$ cat config.mk
export PLATFORM = sky130hd
export DESIGN_NAME = oca_colour_out
export DESIGN_NICKNAME = d
export VERILOG_FILES = /design/src/oca_colour_out.v
export VERILOG_INCLUDE_DIRS = /design/src
export SDC_FILE = /design/constraint.sdc
export NUM_CORES = 2
export LEC_CHECK = 0
export BUFFER_PORTS_ARGS = -buffer_cell sky130_fd_sc_hd__buf_4
export CAP_MARGIN = 5
export CORE_AREA = 8 8 407 409
export CTS_CLUSTER_DIAMETER = 150
export DETAILED_ROUTE_END_ITERATION = 7
export DIE_AREA = 0 0 415 417
export PLACE_DENSITY = 0.56
export SLEW_MARGIN = 15
export SYNTH_ARGS = -nofsm -noshare
export SYNTH_HDL_FRONTEND = slang
export SYNTH_SLANG_ARGS = --single-unit
$ cat constraint.sdc
create_clock -name mclk_i -period 4.3 [get_ports mclk_i]
set_clock_uncertainty 0.2 [all_clocks]
set_input_delay 0.645 -clock mclk_i [delete_from_list [all_inputs] [get_ports mclk_i]]
set_output_delay 0.645 -clock mclk_i [all_outputs]
set_load 0.02 [all_outputs]
$ cat src/oca_defines.vh
// constants for the character attribute colour-out block
// assumes inclusion by bare name from the design file
`ifndef OCA_DEFINES_VH
`define OCA_DEFINES_VH
// ----------------------------------------
// register indices, byte address is four times the index
// ----------------------------------------
`define OCA_IDX_ATTR 8'h98
`define OCA_IDX_CODE 8'h99
`define OCA_IDX_PTR 8'h9A
`define OCA_IDX_STAT 8'hA0
`define OCA_IDX_MODE 8'hC1
// ----------------------------------------
// reset values
// ----------------------------------------
`define OCA_RST_ATTR 8'h00
`define OCA_RST_PTR 7'h00
`define OCA_RST_MODE 2'h0
`define OCA_RST_BG 3'h0
// ----------------------------------------
// special character codes
// ----------------------------------------
`define OCA_CODE_NL 6'h3D
`define OCA_CODE_SPACE 6'h3C
`define OCA_CODE_BG_CHANGE_SPACE 6'h3E
`define OCA_CODE_SPLIT 6'h3F
// ----------------------------------------
// attribute field positions
// ----------------------------------------
`define OCA_ATTR_E 4
`define OCA_ATTR_B 4
`define OCA_ATTR_SR 2
`define OCA_ATTR_D 1
`define OCA_ATTR_SH 0
`define OCA_PACK_E 3
`define OCA_MODE_LSB 4
// ----------------------------------------
// geometry
// ----------------------------------------
`define OCA_ROW_LINES 6'h12
`define OCA_SHORT_LINES 6'h04
`define OCA_CELL_DOTS 5'h0E
`define OCA_HALF_DOT 4'h7
`endif

$ cat src/oca_colour_out.v
// character attribute decode and colour output for the on-screen display
// assumes an external glyph rom answering cg_addr_o combinationally,
// and sync inputs active high from pins of another domain
//
// Added by the designer: the Avalon-MM register port.
`timescale 1ns/10ps
`include "oca_defines.vh"

// Summary of operation
// - four special codes: row end, spaces
// - attribute meaning depends on character code
// - end flag stops rows for field
// - short row is 4 or 8 lines
// - double flag doubles next row size
// - shadow flag shadows next row characters
// - attribute B picks background or video
// - background spaces load background colour
// - ordinary characters carry foreground colour
// - row controls cleared at vertical scan
// - every row end advances vertical position
// - split space changes at half cell
// - plain space keeps background colour
// - background colour kept across fields
// - background update needs mode one or more
// - bit map selects foreground or background
// - background on outputs except listed times
// - attribute write latches, code write stores
// - address pointer increments after code write
// - background space acts at left edge
module oca_colour_out #(
   parameter RAM_DEPTH = 128
) (
   input wire mclk_i,
   input wire rst_b_i,
   input wire [7:0] avs_address_i,
   input wire avs_read_i,
   input wire avs_write_i,
   input wire [31:0] avs_writedata_i,
   output wire [31:0] avs_readdata_o,
   output wire avs_waitrequest_o,
   input wire hsync_i,
   input wire vsync_i,
   input wire [13:0] cg_bits_i,
   output wire [10:0] cg_addr_o,
   output wire [2:0] colour_out_bus_o,
   output wire overlay_select_out_o
);

   // ----------------------------------------
   // reset release
   // ----------------------------------------
   reg rst_s1_q;
   reg rst_s2_q;
   always @(posedge mclk_i or negedge rst_b_i) begin
      if (!rst_b_i) begin
         rst_s1_q <= 1'b0;
         rst_s2_q <= 1'b0;
      end else begin
         rst_s1_q <= 1'b1;
         rst_s2_q <= rst_s1_q;
      end
   end
   wire rst_b = rst_s2_q;

   // ----------------------------------------
   // sync inputs: three flops, change once last two agree
   // ----------------------------------------
   reg [2:0] hs_sh_q;
   reg [2:0] vs_sh_q;
   reg hs_q;
   reg vs_q;
   always @(posedge mclk_i or negedge rst_b) begin
      if (!rst_b) begin
         hs_sh_q <= 3'h0;
         vs_sh_q <= 3'h0;
         hs_q <= 1'b0;
         vs_q <= 1'b0;
      end else begin
         hs_sh_q <= {hs_sh_q[1:0], hsync_i};
         vs_sh_q <= {vs_sh_q[1:0], vsync_i};
         if (hs_sh_q[1] == hs_sh_q[2]) begin
            hs_q <= hs_sh_q[2];
         end
         if (vs_sh_q[1] == vs_sh_q[2]) begin
            vs_q <= vs_sh_q[2];
         end
      end
   end

   // ----------------------------------------
   // synced edges: both late flops must agree first
   // ----------------------------------------
   wire hs_rise = hs_sh_q[1] & hs_sh_q[2] & ~hs_q;
   wire hs_fall = ~hs_sh_q[1] & ~hs_sh_q[2] & hs_q;
   wire vs_rise = vs_sh_q[1] & vs_sh_q[2] & ~vs_q;

   // ----------------------------------------
   // register bus
   // ----------------------------------------
   reg wait_q;
   reg [31:0] rdata_q;
   reg [7:0] attr_q;
   reg [6:0] ptr_q;
   reg [1:0] mode_q;
   reg [9:0] ram [0:RAM_DEPTH-1];
   reg end_q;
   reg [2:0] bg_col_q;
   reg [31:0] rd_mux;

   wire req = avs_read_i | avs_write_i;
   wire commit = avs_write_i & ~wait_q;

   always @* begin
      case (avs_address_i)
         `OCA_IDX_ATTR: rd_mux = {24'h000000, attr_q};
         `OCA_IDX_PTR: rd_mux = {25'h0000000, ptr_q};
         `OCA_IDX_MODE: rd_mux = {26'h0000000, mode_q, 4'h0};
         `OCA_IDX_STAT: rd_mux = {26'h0000000, end_q, vs_q, hs_q, bg_col_q};
         default: rd_mux = 32'h00000000;
      endcase
   end

   always @(posedge mclk_i or negedge rst_b) begin
      if (!rst_b) begin
         wait_q <= 1'b1;
         rdata_q <= 32'h00000000;
         attr_q <= `OCA_RST_ATTR;
         ptr_q <= `OCA_RST_PTR;
         mode_q <= `OCA_RST_MODE;
      end else begin
         // one wait cycle, then answer; request released after it
         if (req && wait_q) begin
            wait_q <= 1'b0;
            rdata_q <= avs_read_i ? rd_mux : 32'h00000000;
         end else begin
            wait_q <= 1'b1;
         end
         if (commit) begin
            case (avs_address_i)
               `OCA_IDX_ATTR: attr_q <= avs_writedata_i[7:0];
               `OCA_IDX_CODE: ptr_q <= ptr_q + 7'h01;
               `OCA_IDX_PTR: ptr_q <= avs_writedata_i[6:0];
               `OCA_IDX_MODE: mode_q <= avs_writedata_i[5:4];
               default: ptr_q <= ptr_q;
            endcase
         end
      end
   end

   // ----------------------------------------
   // display memory
   // ----------------------------------------
   // display memory: only B/E, SR, D/Sh or colour bits kept
   always @(posedge mclk_i) begin
      if (commit && avs_address_i == `OCA_IDX_CODE) begin
         ram[ptr_q] <= {attr_q[4], attr_q[2:0], avs_writedata_i[5:0]};
      end
   end

   assign avs_waitrequest_o = wait_q;
   assign avs_readdata_o = rdata_q;

   // ----------------------------------------
   // row and scan state
   // ----------------------------------------
   reg sr_q;
   reg dbl_q;
   reg sh_q;
   reg [5:0] line_q;
   reg [6:0] row_ptr_q;
   reg [6:0] scan_ptr_q;
   reg prime_q;
   reg walk_q;
   reg nl_seen_q;
   reg [6:0] nl_ptr_q;
   reg [3:0] nl_attr_q;
   reg [4:0] dot_q;
   reg [5:0] cell_code_q;
   reg [3:0] cell_attr_q;
   reg cell_b_q;
   reg prev_bit_q;
   reg [10:0] cg_addr_q;
   reg [2:0] col_q;
   reg ov_q;

   // ----------------------------------------
   // character fetch and cell geometry
   // ----------------------------------------
   wire [9:0] nxt = ram[scan_ptr_q];
   wire [5:0] nxt_code = nxt[5:0];
   wire [3:0] nxt_attr = nxt[9:6];
   wire mode_on = (mode_q != 2'h0);
   wire [4:0] last_dot = dbl_q ? 5'h1B : (`OCA_CELL_DOTS - 5'h01);
   wire load = prime_q | (walk_q & (dot_q == last_dot));
   wire [3:0] px = dbl_q ? dot_q[4:1] : dot_q[3:0];
   wire [4:0] glyph_line = dbl_q ? line_q[5:1] : line_q[4:0];
   wire [5:0] base_lines = sr_q ? `OCA_SHORT_LINES : `OCA_ROW_LINES;
   wire [5:0] row_lines = dbl_q ? {base_lines[4:0], 1'b0} : base_lines;
   wire [5:0] line_inc = line_q + 6'h01;
   wire nl_end = nl_attr_q[`OCA_PACK_E];
   // last dot of the left half, so both halves of a split cell match
   wire half_last = (px == `OCA_HALF_DOT - 4'h1) & (!dbl_q | dot_q[0]);
   wire split_mid = (cell_code_q == `OCA_CODE_SPLIT) & half_last;

   function is_space;
      input [5:0] code;
      begin
         is_space = (code == `OCA_CODE_SPACE) | (code == `OCA_CODE_BG_CHANGE_SPACE) |
            (code == `OCA_CODE_SPLIT);
      end
   endfunction

   wire cell_bit = is_space(cell_code_q) ? 1'b0 : cg_bits_i[4'hD - px];

   // ----------------------------------------
   // row and field walk
   // ----------------------------------------

   always @(posedge mclk_i or negedge rst_b) begin
      if (!rst_b) begin
         end_q <= 1'b0;
         sr_q <= 1'b0;
         dbl_q <= 1'b0;
         sh_q <= 1'b0;
         line_q <= 6'h00;
         row_ptr_q <= 7'h00;
         scan_ptr_q <= 7'h00;
         prime_q <= 1'b0;
         walk_q <= 1'b0;
         nl_seen_q <= 1'b0;
         nl_ptr_q <= 7'h00;
         nl_attr_q <= 4'h0;
         dot_q <= 5'h00;
         cell_code_q <= `OCA_CODE_SPACE;
         cell_attr_q <= 4'h0;
         cell_b_q <= 1'b0;
         bg_col_q <= `OCA_RST_BG;
         cg_addr_q <= 11'h000;
      end else begin
         prime_q <= 1'b0;
         if (vs_rise) begin
            // row controls reset each field; background colour survives
            end_q <= 1'b0;
            sr_q <= 1'b0;
            dbl_q <= 1'b0;
            sh_q <= 1'b0;
            line_q <= 6'h00;
            row_ptr_q <= 7'h00;
            walk_q <= 1'b0;
         end else if (hs_fall) begin
            scan_ptr_q <= row_ptr_q;
            nl_seen_q <= 1'b0;
            prime_q <= mode_on & ~end_q & ~vs_q;
         end else if (hs_rise) begin
            walk_q <= 1'b0;
            if (!end_q && mode_on && !vs_q) begin
               if (line_inc >= row_lines) begin
                  line_q <= 6'h00;
                  // each row end moves down, even a leading one
                  row_ptr_q <= nl_ptr_q;
                  if (!nl_seen_q || nl_end) begin
                     end_q <= 1'b1;
                  end else begin
                     sr_q <= nl_attr_q[`OCA_ATTR_SR];
                     dbl_q <= nl_attr_q[`OCA_ATTR_D];
                     sh_q <= nl_attr_q[`OCA_ATTR_SH];
                  end
               end else begin
                  line_q <= line_inc;
               end
            end
         end else if (load) begin
            dot_q <= 5'h00;
            if (nxt_code == `OCA_CODE_NL) begin
               walk_q <= 1'b0;
               nl_seen_q <= 1'b1;
               nl_ptr_q <= scan_ptr_q + 7'h01;
               nl_attr_q <= nxt_attr;
            end else begin
               walk_q <= 1'b1;
               scan_ptr_q <= scan_ptr_q + 7'h01;
               cell_code_q <= nxt_code;
               cell_attr_q <= nxt_attr;
               cg_addr_q <= {nxt_code, glyph_line};
               if (nxt_code == `OCA_CODE_BG_CHANGE_SPACE) begin
                  if (mode_on) begin
                     bg_col_q <= nxt_attr[2:0];
                  end
                  cell_b_q <= nxt_attr[3];
               end else if (nxt_code != `OCA_CODE_SPLIT) begin
                  cell_b_q <= nxt_attr[3];
               end
            end
         end else if (walk_q) begin
            dot_q <= dot_q + 5'h01;
            // split space waits for the middle of the cell
            if (split_mid) begin
               if (mode_on) begin
                  bg_col_q <= cell_attr_q[2:0];
               end
               cell_b_q <= cell_attr_q[3];
            end
         end
      end
   end

   // ----------------------------------------
   // pixel output
   // ----------------------------------------
   always @(posedge mclk_i or negedge rst_b) begin
      if (!rst_b) begin
         col_q <= 3'h0;
         ov_q <= 1'b0;
         prev_bit_q <= 1'b0;
      end else begin
         prev_bit_q <= walk_q & cell_bit;
         if (hs_q || vs_q) begin
            col_q <= 3'h0;
            ov_q <= 1'b0;
         end else if (walk_q && !prime_q) begin
            if (cell_bit) begin
               col_q <= cell_attr_q[2:0];
               ov_q <= 1'b1;
            end else if (sh_q && prev_bit_q) begin
               // shadow dot is black whatever the palette
               col_q <= 3'h0;
               ov_q <= 1'b1;
            end else begin
               col_q <= bg_col_q;
               ov_q <= cell_b_q;
            end
         end else begin
            col_q <= bg_col_q;
            ov_q <= 1'b0;
         end
      end
   end

   assign colour_out_bus_o = col_q;
   assign overlay_select_out_o = ov_q;
   assign cg_addr_o = cg_addr_q;

endmodule

==> qor.txt <==
status = completed
post-synthesis register bit count = 1387
clk_lat worst skew = 760 ps
NetSw = 9590 uW
Max rail drop VDD = 0.000328 V
synthesized area per cell = 19.8 um2
Place WS = -38.2 ps
die area = 0.173 mm2
Warnings, synthesis = 0
commonest non-fill, non-tap cell in the layout = edfxtp_1
vias in the first global route = 28550
first-pass GRT wire length = 206000 um
Tmin final = 4160 ps
post-route insts no fill = 5394
Leak = 0.0220 uW
Clk pin slew, worst setup/hold paths = 60 ps
Starting Density = 34.8%
wire per inst = 26.2 um
Remaining DRCs = 0
Async S/R FF share, synth = 7.71%
Worst slew margin = 23.5%
PnR worst setup slack = 138 ps
Final period util = 96.8%
routed via count = 28382
Total Power = 34900 uW
count of mapped cells out of synthesis = 2798
RSZ-0062 raised after global routing = no
r2r setup slk = 140 ps
synthesized area = 0.0554 mm2
first drt pass iteration count = 5
fraction of the yosys area taken by sequential cells = 74.2%
CTS Buffer Depth = 3
DP HPWL = 88900 um
Worst Tran Pin Value = 1130 ps
Final Wtd Congestion = 0.824
WP data required = 4730 ps
combinational share of power = 22.6%
Power Density = 536 mW/mm2
synth unique cells = 78
GRT Util Overall = 16.0%
Port Buf Inserts = 59
Vias/cell = 5.26
antenna-violating nets left = 0
final net count = 3274
Startpoint Class = register
fin. max-slew vios = 0
total CTS buffers = 147
initial antenna violation count = 4
Setup violations, final = 0
largest net degree at the start of global routing = 132
HP Class = primary input to register
chip height = 417 um
WP data arrival = 4600 ps
Hold WS = 64.7 ps
share of layout cells above drive strength 1 = 30.4%
clock share of power = 34.4%
Fin. Hold Viols = 0
most frequent cells in the layout = 1280 x edfxtp_1, 361 x buf_4, 328 x mux4_2
total gr overflow = 0
Setup TNS Final = 0 ps
max_cap viols = 0
H-tree levels = 4
CP Max Fanout = 25
clk sinks = 1387
initial DRC count = 2996
kind of critical path = register to register
core area = 0.159 mm2
Switching Fraction = 27.4%
crit path capture type = register
Fmax = 240 MHz
CTS tree = built
placed cell count = 5121
FP Rows = 147
area growth from synthesis to layout = 17.7%
CTS Root Cell = clkbuf_16
cell internal pwr = 25400 uW
die extent in x = 415 um
Synth Flop Type = edfxtp_1
EDFF count, synth = 1280
Seq pwr share = 43.0%
I/O pins = 108
final WL = 141000 um
[cell type report]
cell class | instances | area (um2)
clock buffers | 181 | 3860
inverters | 21 | 78.8
flip-flops and latches | 1387 | 41200
fillers | 14100 | 94100
diodes | 1 | 2.50
clock inverters | 77 | 676
multi-input cells | 1239 | 13400
repair buffers | 402 | 3450
well taps | 2086 | 2610
[cells by family (layout without fill, tap and decap cells)]
logic type | after synthesis | count (layout) | synth area share [%]
DFF | 1387 | 1387 | 74.2
and+or+nand+nor | 453 | 453 | 3.73
other | 2 | 26 | 0.0136
xor gates and xnor gates | 12 | 12 | 0.190
AOI/OAI and AO/OA | 219 | 219 | 2.75
buffers and inverters | 195 | 681 | 1.94
muxes | 514 | 514 | 16.8
adders and majority gates | 16 | 16 | 0.361
[cell usage after synthesis, types with 4 or more instances]
cell	instances	area [um2]
a22o_1	12	105
mux4_2	328	7390
dfrtp_1	102	2550
buf_1	10	37.5
dfstp_2	5	131
nand2_1	114	428
xor2_1	7	61.3
a21oi_1	28	140
a221oi_1	5	43.8
a21o_1	13	97.6
nor2b_1	16	100
xnor2_1	5	43.8
o22ai_1	11	68.8
a31o_2	4	35.0
a31oi_1	12	75.1
nand4_1	10	62.6
a22oi_1	27	203
o31ai_1	5	37.5
mux2i_1	140	1400
o21ai_0	45	225
and2_1	6	37.5
o221ai_1	4	35.0
edfxtp_1	1280	38400
ha_1	16	200
nand2b_1	15	93.8
o211ai_1	9	67.6
clkbuf_1	68	255
nand4b_1	4	35.0
mux2_2	46	518
nand3_1	34	170
buf_2	35	175
buf_6	16	180
nor4_1	9	56.3
buf_4	44	330
nor2_1	193	724
nand3b_1	9	67.6
a32oi_1	5	43.8
nor3_1	16	80.1
inv_1	19	71.3
a211oi_1	5	37.5
nor3b_1	5	37.5
[sequential cells by signal, summed over array words and instances (netlist names), 2 cells and up]
signal            flops
avs_readdata_o        8
colour_out_bus_o      3
cell_attr_q           4
cg_addr_o             9
nl_ptr_q              7
line_q                6
row_ptr_q             7
nl_attr_q             4
bg_col_q              3
ptr_q                 7
ram                1280
cell_code_q           6
attr_q                8
mode_q                2
dot_q                 5
hs_sh_q               3
vs_sh_q               3
scan_ptr_q            7
[worst max-delay path: stages (launching register included)]
cell and delay (ps):
dfrtp_4 470, buf_12 280, buf_4 330, buf_4 290, mux4_2 540, mux4_2 590, mux4_2 530, nand2_1 80
o311ai_1 320, mux2_2 400
[routing by layer]
metal	part of all wire, %	up-vias	global-route usage [%]
li1	-	12203	-
met1	44	15090	22.6
met2	48	908	25.7
met3	6.0	181	2.98
met4	2.0	0	3.82
met5	0	-	0
[power by group through the flow]
stage               clock (uW)  sequential, uW  combinational, uW
floorplan                    0           15100               4780
global placement             0           15300               7910
detailed placement           0           15300               7920
CTS                      12300           15000               7950
global route             12800           15000               8310
finish                   12000           15000               7890
[per-stage QoR]
stage	utilization (%)	cell area (um2)
after floorplan	-	55500
after global placement	38.0	60500
after detailed placement	38.0	60500
after CTS	40.9	65100
after global routing	40.9	65200
final	40.9	65200
[final timing paths]
kind / startpoint / endpoint / cells past startpoint
worst min-delay path: avs_write_i / avs_waitrequest_o / 2
worst max-delay path: scan_ptr_q[0] / cell_attr_q[1] / 9
min in group asynchronous: rst_b / avs_readdata_o[6] / 0
worst max register to register: scan_ptr_q[0] / cell_attr_q[1] / 9
max in group asynchronous: rst_b / cell_code_q[2] / 1
worst min register to register: rst_s1_q / rst_b / 0
[repair_timing]
action / in CTS / in global routing
hold buffers: 8 / 0
pin swaps: 0 / 1
gates resized for setup: 1 / 8
endpoints found under the setup margin: 12 / 32
setup buffers: 0 / 6
hold endpoints to repair: 8 / 0
No activity file was read; power rests on OpenSTA's default activity.
